==> src/design/sdt_defines.vh <==
// Constants of the split dual 8-bit reload timer: register offsets,
// field positions, reset values and prescale counts.
// Assumes inclusion by bare name from the timer module only.
//
// Function
// - Split enable makes two separate 8-bit counters.
// - Both halves auto-reload from their own registers.
// - High half counts only while run bit set.
// - Low half counts in split mode whatever the run bit.
// - High clock: sysclk, or alternate select field.
// - Low half has own select, shared field.
// - High flag sets on high half rollover.
// - Low flag sets on low half rollover in split mode only.
// - Interrupt on every high overflow when enabled.
// - Low flag enable adds low overflow interrupts.
// - Hardware never clears overflow flags itself.
`ifndef SDT_DEFINES_VH
`define SDT_DEFINES_VH

// ********************************************************
// Register byte offsets
// ********************************************************
`define SDT_OFS_CTRL        8'h00
`define SDT_OFS_STATUS      8'h04
`define SDT_OFS_MASK        8'h08
`define SDT_OFS_COUNT       8'h0C
`define SDT_OFS_RELOAD      8'h10

// ********************************************************
// Control register fields
// ********************************************************
`define SDT_CTL_ALT_LO      0
`define SDT_CTL_ALT_HI      1
`define SDT_CTL_RUN         2
`define SDT_CTL_HSYS        3
`define SDT_CTL_LSYS        4
`define SDT_CTL_LFIE        5
`define SDT_CTL_TIE         6
`define SDT_CTL_SPLIT       7
`define SDT_CTL_RESET       8'h00

// ********************************************************
// Status and mask fields
// ********************************************************
`define SDT_ST_LOW          0
`define SDT_ST_HIGH         1

// ********************************************************
// Alternate clock codes and prescale counts
// ********************************************************
`define SDT_ALT_DIV12       2'h0
`define SDT_ALT_CMP         2'h1
`define SDT_ALT_RSVD        2'h2
`define SDT_ALT_EXT8        2'h3
`define SDT_DIV12_LAST      4'hB
`define SDT_DIV8_LAST       3'h7

`endif

==> src/design/sdt_timer.v <==
// Split dual 8-bit auto-reload timer with an AHB-Lite register slave.
// Assumes one clock, a single AHB-Lite master and asynchronous pin inputs
// for the external clock and the comparator output.
//
// Added by the designer: the AHB-Lite slave port and the register addresses.
`timescale 1ns/100ps
`include "sdt_defines.vh"

module sdt_timer
(
	// Clock and reset
	input  wire        clock,
	input  wire        rst_b,
	// AHB-Lite slave
	input  wire        hsel,
	input  wire [31:0] haddr,
	input  wire [1:0]  htrans,
	input  wire        hwrite,
	input  wire [2:0]  hsize,
	input  wire [31:0] hwdata,
	input  wire        hready,
	output reg  [31:0] hrdata,
	output reg         hreadyout,
	output reg         hresp,
	// Count source pins
	input  wire        ext_clk_in,
	input  wire        cmp1_in,
	// Interrupt
	output reg         irq
);

// ********************************************************
// Declarations
// ********************************************************
reg  [7:0]  ctrl_r;
reg  [1:0]  status_r;
reg  [1:0]  mask_r;
reg  [7:0]  timer_low_half_r;
reg  [7:0]  timer_high_half_r;
reg  [7:0]  reload_low_value_r;
reg  [7:0]  reload_high_value_r;
reg  [1:0]  ext_sync_r;
reg  [1:0]  cmp_sync_r;
reg         ext_prev_r;
reg         cmp_prev_r;
reg  [3:0]  div12_r;
reg  [2:0]  div8_r;
reg         wr_pend_r;
reg  [7:0]  wr_addr_r;
reg  [31:0] rdata_nxt;
reg  [7:0]  low_nxt;
reg  [7:0]  high_nxt;
reg         low_ovf;
reg         high_ovf;
reg  [1:0]  status_nxt;
reg         irq_nxt;

wire [1:0]  alt_clock_select;
wire        split_enable;
wire        high_half_run;
wire        high_sysclk_select;
wire        low_sysclk_select;
wire        low_flag_irq_enable;
wire        timer_irq_enable;
wire        tick_div12;
wire        tick_ext8;
wire        tick_cmp;
wire        ext_rise;
wire        high_tick;
wire        low_tick;
wire        addr_ok;
wire        wr_ctrl;
wire        wr_status;
wire        wr_mask;
wire        wr_count;
wire        wr_reload;
wire [8:0]  low_step;
wire [8:0]  high_step;

assign alt_clock_select    = ctrl_r[`SDT_CTL_ALT_HI:`SDT_CTL_ALT_LO];
assign split_enable        = ctrl_r[`SDT_CTL_SPLIT];
assign high_half_run       = ctrl_r[`SDT_CTL_RUN];
assign high_sysclk_select  = ctrl_r[`SDT_CTL_HSYS];
assign low_sysclk_select   = ctrl_r[`SDT_CTL_LSYS];
assign low_flag_irq_enable = ctrl_r[`SDT_CTL_LFIE];
assign timer_irq_enable    = ctrl_r[`SDT_CTL_TIE];

// ********************************************************
// Count source selection
// ********************************************************
// The reserved code gives no ticks, so a half left on it stands still.
function sel_tick;
	input       sys_sel;
	input [1:0] alt;
	input       t12;
	input       tcmp;
	input       text;
	begin
		if (sys_sel)
			sel_tick = 1'b1;
		else
		begin
			case (alt)
				`SDT_ALT_DIV12: sel_tick = t12;
				`SDT_ALT_CMP:   sel_tick = tcmp;
				`SDT_ALT_EXT8:  sel_tick = text;
				default:        sel_tick = 1'b0;
			endcase
		end
	end
endfunction

assign high_tick = sel_tick(high_sysclk_select, alt_clock_select,
	tick_div12, tick_cmp, tick_ext8);
assign low_tick  = sel_tick(low_sysclk_select, alt_clock_select,
	tick_div12, tick_cmp, tick_ext8);

// ********************************************************
// Pin synchronisers and prescalers
// ********************************************************
assign ext_rise   = ext_sync_r[1] & ~ext_prev_r;
assign tick_cmp   = cmp_sync_r[1] & ~cmp_prev_r;
assign tick_div12 = (div12_r == `SDT_DIV12_LAST);
assign tick_ext8  = ext_rise & (div8_r == `SDT_DIV8_LAST);

always @(posedge clock or negedge rst_b)
begin
	if (!rst_b)
	begin
		ext_sync_r <= 2'h0;
		cmp_sync_r <= 2'h0;
		ext_prev_r <= 1'b0;
		cmp_prev_r <= 1'b0;
		div12_r    <= 4'h0;
		div8_r     <= 3'h0;
	end
	else
	begin
		ext_sync_r <= {ext_sync_r[0], ext_clk_in};
		cmp_sync_r <= {cmp_sync_r[0], cmp1_in};
		ext_prev_r <= ext_sync_r[1];
		cmp_prev_r <= cmp_sync_r[1];
		if (tick_div12)
			div12_r <= 4'h0;
		else
			div12_r <= div12_r + 4'h1;
		if (ext_rise)
			div8_r <= div8_r + 3'h1;
	end
end

// ********************************************************
// Counters
// ********************************************************
// One step of an 8-bit half: at the top it takes the reload value, and
// bit 8 reports the overflow.
function [8:0] half_step;
	input [7:0] count;
	input [7:0] reload;
	begin
		if (count == 8'hFF)
			half_step = {1'b1, reload};
		else
			half_step = {1'b0, count + 8'h01};
	end
endfunction

assign low_step  = half_step(timer_low_half_r, reload_low_value_r);
assign high_step = half_step(timer_high_half_r, reload_high_value_r);

// In 16-bit mode the pair counts as one word on the high half's source.
always @*
begin
	low_nxt  = timer_low_half_r;
	high_nxt = timer_high_half_r;
	low_ovf  = 1'b0;
	high_ovf = 1'b0;
	if (split_enable)
	begin
		if (low_tick)
		begin
			low_ovf = low_step[8];
			low_nxt = low_step[7:0];
		end
		if (high_half_run && high_tick)
		begin
			high_ovf = high_step[8];
			high_nxt = high_step[7:0];
		end
	end
	else if (high_half_run && high_tick)
	begin
		if ({timer_high_half_r, timer_low_half_r} == 16'hFFFF)
		begin
			high_ovf = 1'b1;
			low_nxt  = reload_low_value_r;
			high_nxt = reload_high_value_r;
		end
		else
			{high_nxt, low_nxt} = {timer_high_half_r, timer_low_half_r} + 16'h0001;
	end
end

// ********************************************************
// Bus slave
// ********************************************************
assign addr_ok   = hsel & htrans[1] & hready;
assign wr_ctrl   = wr_pend_r & (wr_addr_r == `SDT_OFS_CTRL);
assign wr_status = wr_pend_r & (wr_addr_r == `SDT_OFS_STATUS);
assign wr_mask   = wr_pend_r & (wr_addr_r == `SDT_OFS_MASK);
assign wr_count  = wr_pend_r & (wr_addr_r == `SDT_OFS_COUNT);
assign wr_reload = wr_pend_r & (wr_addr_r == `SDT_OFS_RELOAD);

// Read data is fetched in the address phase so that it leaves a flop.
always @*
begin
	rdata_nxt = 32'h00000000;
	case (haddr[7:0])
		`SDT_OFS_CTRL:   rdata_nxt[7:0]  = ctrl_r;
		`SDT_OFS_STATUS: rdata_nxt[1:0]  = status_r;
		`SDT_OFS_MASK:   rdata_nxt[1:0]  = mask_r;
		`SDT_OFS_COUNT:  rdata_nxt[15:0] = {timer_high_half_r, timer_low_half_r};
		`SDT_OFS_RELOAD: rdata_nxt[15:0] = {reload_high_value_r, reload_low_value_r};
		default:         rdata_nxt = 32'h00000000;
	endcase
	if (haddr[31:8] != 24'h000000)
		rdata_nxt = 32'h00000000;
end

always @(posedge clock or negedge rst_b)
begin
	if (!rst_b)
	begin
		hrdata    <= 32'h00000000;
		hreadyout <= 1'b0;
		hresp     <= 1'b0;
		wr_pend_r <= 1'b0;
		wr_addr_r <= 8'h00;
	end
	else
	begin
		hreadyout <= 1'b1;
		hresp     <= 1'b0;
		wr_pend_r <= addr_ok & hwrite & (haddr[31:8] == 24'h000000);
		wr_addr_r <= haddr[7:0];
		if (addr_ok && !hwrite)
			hrdata <= rdata_nxt;
	end
end

// ********************************************************
// Registers, flags and interrupt
// ********************************************************
// A set arriving with a write-one clear wins, so no overflow is lost.
always @*
begin
	status_nxt = status_r;
	if (wr_status)
		status_nxt = status_r & ~hwdata[1:0];
	if (low_ovf)
		status_nxt[`SDT_ST_LOW] = 1'b1;
	if (high_ovf)
		status_nxt[`SDT_ST_HIGH] = 1'b1;
	irq_nxt = timer_irq_enable & (
		(status_nxt[`SDT_ST_HIGH] & mask_r[`SDT_ST_HIGH]) |
		(low_flag_irq_enable & status_nxt[`SDT_ST_LOW] &
		 mask_r[`SDT_ST_LOW]));
end

always @(posedge clock or negedge rst_b)
begin
	if (!rst_b)
	begin
		ctrl_r              <= `SDT_CTL_RESET;
		status_r            <= 2'h0;
		mask_r              <= 2'h0;
		timer_low_half_r    <= 8'h00;
		timer_high_half_r   <= 8'h00;
		reload_low_value_r  <= 8'h00;
		reload_high_value_r <= 8'h00;
		irq                 <= 1'b0;
	end
	else
	begin
		status_r <= status_nxt;
		irq      <= irq_nxt;
		if (wr_ctrl)
			ctrl_r <= hwdata[7:0];
		if (wr_mask)
			mask_r <= hwdata[1:0];
		if (wr_reload)
		begin
			reload_low_value_r  <= hwdata[7:0];
			reload_high_value_r <= hwdata[15:8];
		end
		if (wr_count)
		begin
			timer_low_half_r  <= hwdata[7:0];
			timer_high_half_r <= hwdata[15:8];
		end
		else
		begin
			timer_low_half_r  <= low_nxt;
			timer_high_half_r <= high_nxt;
		end
	end
end

endmodule // sdt_timer

==> config.mk <==
export PLATFORM = sky130hd
export DESIGN_NAME = sdt_timer
export DESIGN_NICKNAME = d
export VERILOG_FILES = /design/src/design/sdt_timer.v
export VERILOG_INCLUDE_DIRS = /design/src /design/src/design
export SDC_FILE = /design/constraint.sdc
export NUM_CORES = 1
export LEC_CHECK = 0
export ABC_AREA = 1
export BUFFER_PORTS_ARGS = -buffer_cell sky130_fd_sc_hd__buf_2
export CAP_MARGIN = 20
export CORE_UTILIZATION = 45
export CTS_CLUSTER_DIAMETER = 200
export DETAILED_ROUTE_END_ITERATION = 6
export PLACE_DENSITY = 0.67
export SYNTH_ARGS = -nofsm -noshare
export SYNTH_HDL_FRONTEND = slang
export SYNTH_SLANG_ARGS = --single-unit
==> constraint.sdc <==
create_clock -name clock -period 2.2 [get_ports clock]
set_input_delay 0 -clock clock [delete_from_list [all_inputs] [get_ports clock]]
set_output_delay 0 -clock clock [all_outputs]
set_load 0.1 [all_outputs]
**Word-level counts from Yosys, hierarchy flattened**

Cells that the tools add are included.
Widths: inputs -> output; s select.

- Flip-flop bits (word level): 100

- Add/sub/neg operators: 5
- Equality and inequality tests: 16
- Mux-type cells: 29
- Bitwise operators: 21
- Reduce and logical (&&, ||, !) cells: 11

Operators by type and width:

| cell | number |
|---|---|
| $mux 8 | 10 |
| $eq 8x4->1 const B | 4 |
| $logic_not 24->1 | 1 |
| $reduce_bool 24->1 | 1 |
| $mux 9 | 2 |
| $pmux 6 s3 | 1 |
| $add 16x1->16 const B | 1 |
| $add 8x1->8 const B | 2 |
| $and 1x1->1 | 16 |
| $eq 16x16->1 const B | 1 |
| $eq 8x3->1 const B | 2 |
| $eq 8x5->1 const B | 2 |
| $eq 8x8->1 const B | 2 |
| $logic_not 8->1 | 2 |
| $mux 16 | 1 |
| $pmux 8 s2 | 1 |
| $mux 1 | 10 |
| $pmux 2 s5 | 1 |
| $add 4x1->4 const B | 1 |
| $eq 4x4->1 const B | 1 |
| $mux 4 | 1 |
| $add 3x1->3 const B | 1 |
| $eq 3x3->1 const B | 1 |
| $ne 3x1->1 const B | 1 |
| other kinds (14) | 16 |

**Longest topological paths before layout**

- Word-level depth: 12
- Gate-level depth with buffers: 12
- Mapped depth without buffers: 12

**Least setup slack after synthesis**

Ideal clock, no wire load.

- Kind: register to register
- Start point: reg div8_r[0]
- End point: reg timer_high_half_r[0]
- Library setup time: 0.116 ns
- Arrival time: 1.587 ns
- Required time: 2.084 ns
- Setup slack: 0.497 ns
- Stages on the path, launching flop included: 13
- Path buffers: 0
- Cell sequence: dfrtp_1 -> ha_1 -> ha_1 -> nand2_1 -> inv_1 -> nand3_1 -> nand4_1 -> nand2_2 -> inv_1 -> nor2_2 -> inv_1 -> nand2_1 -> nand2_1

- Longest elaborated chain between the ends: 6

RTL lines:

| item | RTL line | text |
|---|---|---|
| start: declaration | sdt_timer.v:47 | `reg [2:0] div8_r;` |
| start signal: assignment | sdt_timer.v:148 | `div8_r <= div8_r + 3'h1;` |
| $eq 3x3->1 (no line) | -- |  |
| $and 1x1->1 | sdt_timer.v:124 | `` assign tick_ext8 = ext_rise & (div8_r == `SDT_DIV8_LAST); `` |
| $pmux 1 s3 | sdt_timer.v:103 | `case (alt)` |
| $mux 1 | sdt_timer.v:99 | `if (sys_sel)` |
| $logic_and 1x1->1 | sdt_timer.v:185, sdt_timer.v:191 |  |
| $reduce_bool 2->1 (no line) | -- |  |
| end signal: assignment | sdt_timer.v:299 | `timer_high_half_r <= hwdata[15:8];` |
| end signal: assignment | sdt_timer.v:304 | `timer_high_half_r <= high_nxt;` |
| end: declaration | sdt_timer.v:39 | `reg [7:0] timer_high_half_r;` |

No other way between the ends.
A chain may end at the register's enable or synchronous reset.

**Worst setup path in the final report**

- Start point: reg timer_high_half_r[1]
- End point: reg timer_high_half_r[1]

- Longest elaborated chain between the ends: 5
- Elaborated cells between the ends (all ways): 10
- Classes of those cells: add/sub (2); eq/ne (2); mux (6)

RTL lines:

| item | RTL line | text |
|---|---|---|
| $add 16x1->16, or another cell as far along | sdt_timer.v:200 | `{high_nxt, low_nxt} = {timer_high_half_r, timer_low_half_r} + 16'h0001;` |
| $mux 8 / $mux 9 (equally long branches) | sdt_timer.v:193, sdt_timer.v:161 |  |
| $mux 8 (on tied branches) | sdt_timer.v:191, sdt_timer.v:185 |  |
| $mux 8 * | sdt_timer.v:178 | `if (split_enable)` |
| $mux 8 * | sdt_timer.v:296 | `if (wr_count)` |

Every way passes the cells marked *; elsewhere a longest branch is shown, timed or not. The select of a mux whose other input is x is not followed.

==> metrics <==
gr ovfl total=0; post-synth cell types=30; Final ANT Viol Nets=0; Mean Syn Cell Area=7.15 µm²; worst hold path class=input port to flop; Critical Path Max Stage Delay=0.46 ns; Total Negative Setup Slacks=0 ns; Final setup viols=0; register area share after synthesis=44.8%; clock root buffer=clkbuf_8; post-synth top area share=44.8%; yosys warns=0; Achievable Freq=517 MHz; setup bufs post-CTS=0; post-detail-place hpwl=8740 µm; DRC errors left=0; TritonCTS clock tree=done; Die H=104 µm; First-pass DRT Iterations=5; I/O pin count=111; max-slew violations=0; vias in the first global route=4298; CP Class=flop to flop; Yosys top cell by area=dfrtp_1; Post-Syn Area=between 4000 and 5000 µm²; initial antenna violation count=0; fin crit period=1.93 ns; number of core rows=36; Resized cells post-CTS=0; most frequent cells in the layout=nand2_1 (223), dfrtp_1 (84), inv_1 (79), buf_2 (72), nor2_1 (70); area occupied by registers=2100 µm²; most common cell after layout, fill and taps aside=nand2_1; Routed wire per std cell=13.3 µm; I/O Buffers=73; pwr/cell area=683 nW/µm²; clock transition at the registers of the reported paths=about 0.090 ns; slew margin rel.=46.6%; number of CTS-inserted buffers=9; share of post-route cells with drive strength above 1=14.9%; total number of vias=4495; RSZ-0062 raised after global routing=no; worst-margin pin slew=0.800 ns; core area=9950 µm²; full die area=10800 µm²; area occupied by multi-input gates=2160 µm²; Final Hold Fails=0; global-route wire length before repair=20600 µm; RePlAce Congestion=0.922; Chip Width=104 µm; Initial DRC Count=296; placed cells=864; Initial Util=47.1%; max-cap viol count=0; fin nets=around 850; fin crit share=between 80% and 90%; clk sink count=84; CP startpoint kind=flop; vias per std cell=between 4 and 5; largest net degree at the start of global routing=36; fillers=about 930; CP required=2.51 ns; maximum clock path buffer count=2; synth top area cells=dfrtp_1 (45%), nand2_1 (18%), nand3_1 (6.9%), inv_1 (6.3%), nor2_1 (5.6%); Max VDD drop=roughly 0.37 mV; flop and latch count out of synthesis=84; overall global routing resource usage=23.9%; layout overhead on the synthesized area=21.7%; Crit path top cell by count=nand2_1; Setup Skew=0.0129 ns; drt total wl=~12000 µm; CTS Hold Buffers Added=29; slowest cell on the critical path=dfrtp_1; LEAKAGE=3.22 nW; Arr. time, crit path=2.25 ns; status=completed; worst path cell trace=ha_1 > inv_1 > nor2_2 > nand2_2 > nor2_4 > inv_1 > nor2_1 > nand2_1 > nand3_1 > nand2_1 > nand2_1; fin cells=roughly 910; worst skew pair latency=0.37 ns; CP max FO=11; H-Tree Depth=3; endpoint class of the critical path=flop; n_diodes=0; Synth Instances=656
==> Yosys cell counts <==
| cell | number |
|---|---|
| nand2_1 | 223 |
| dfrtp_1 | 84 |
| inv_1 | 79 |
| nor2_1 | 70 |
| nand3_1 | 65 |
| o21ai_0 | 34 |
| a21oi_1 | 22 |
| buf_4 | 17 |
| nand4_1 | 7 |
| o22ai_1 | 7 |
| clkbuf_1 | 5 |
| ha_1 | 5 |
| nand2_2 | 5 |
| xor2_1 | 4 |
| buf_2 | 3 |
| nor2_2 | 3 |
| nor2_4 | 3 |
| o211ai_1 | 3 |
| xnor2_1 | 3 |
| buf_6 | 2 |
| clkinv_1 | 2 |
| conb_1 | 2 |
| a21oi_4 | 1 |
| mux2_2 | 1 |
| nand3_2 | 1 |
| nand3b_1 | 1 |
| nor3_1 | 1 |
| nor3b_1 | 1 |
| o21ai_1 | 1 |
| o2bb2ai_1 | 1 |
==> final cells by class <==
class	instances	area share, %
Clock buffer	9	2.17
Clock inverter	7	1.47
Inverter	81	5.32
Multi-Input combinational cell	480	37.9
Sequential cell	84	36.8
Tap cell	133	2.91
Timing Repair Buffer	115	13.5
==> registers in the layout (all words and copies together), names as in the netlist, 2 cells and up <==
| signal | count |
|---|---|
| reload_high_value_r | 8 |
| ctrl_r | 8 |
| reload_low_value_r | 8 |
| div12_r | 4 |
| mask_r | 2 |
| timer_low_half_r | 8 |
| wr_addr_r | 8 |
| ext_sync_r | 2 |
| div8_r | 3 |
| hrdata | 16 |
| timer_high_half_r | 8 |
| cmp_sync_r | 2 |
| status_r | 2 |
==> metal layers <==
layer | GRT usage (%) | share of wire (%)
met5 | 0 | 0
met4 | 7.86 | 1.1
met3 | 5.08 | 6.2
met2 | 38.5 | 47
met1 | 31.9 | 46
==> stage by stage <==
stage,hold slack (ns),area [µm²],setup slack (ns),power (mW),util [%]
finish,0.0741,5710,0.266,3.90,57.4
global route,0.119,5710,0.0230,4.15,57.4
global placement,-0.0244,5210,0.334,2.67,52.4
CTS,0.0534,5710,0.250,3.93,57.4
detailed placement,-0.0126,5210,0.272,2.70,52.4
floorplan,-0.296,4750,0.497,2.47,-
==> critical path, delay by kind of cell, from the launching register on <==
| family | cells | cell delay, ns |
|---|---|---|
| and+or+nand+nor | 8 | 0.97 |
| DFF | 1 | 0.46 |
| buffers and inverters | 2 | 0.23 |
| adders and majority gates | 1 | 0.20 |
==> report_power, final <==
group | switching [mW] | leakage, nW | total (mW) | internal (mW)
registers | 0.145 | 0.942 | 1.81 | 1.67
clock network | 0.635 | 0.108 | 1.18 | 0.547
logic | 0.585 | 2.17 | 0.910 | 0.325
==> cell families after synthesis <==
logic type | after synthesis | share of synthesized area [%]
AO/OA/AOI/OAI | 69 | 8.03
buffers and inverters | 108 | 10.4
AND/OR/NAND/NOR | 380 | 33.7
adder cells (fa/ha/maj) | 5 | 1.33
other | 2 | 0.160
flip-flops | 84 | 44.8
XOR/XNOR | 7 | 1.31
multiplexers | 1 | 0.240
==> path summary, 6_finish.rpt <==
kind                                 startpoint              endpoint  slack, ns  depth (start not counted)
max reg2reg                timer_high_half_r[1]  timer_high_half_r[1]       0.27                         11
max                        timer_high_half_r[1]  timer_high_half_r[1]       0.27                         11
min                                   htrans[1]             hrdata[5]       0.07                          5
min in group asynchronous                 rst_b          wr_addr_r[1]       0.10                          2
max in group asynchronous                 rst_b         ext_sync_r[1]       1.47                          3
min reg2reg                       cmp_sync_r[0]         cmp_sync_r[1]       0.37                          0
Power figures use the tool's default switching activity.
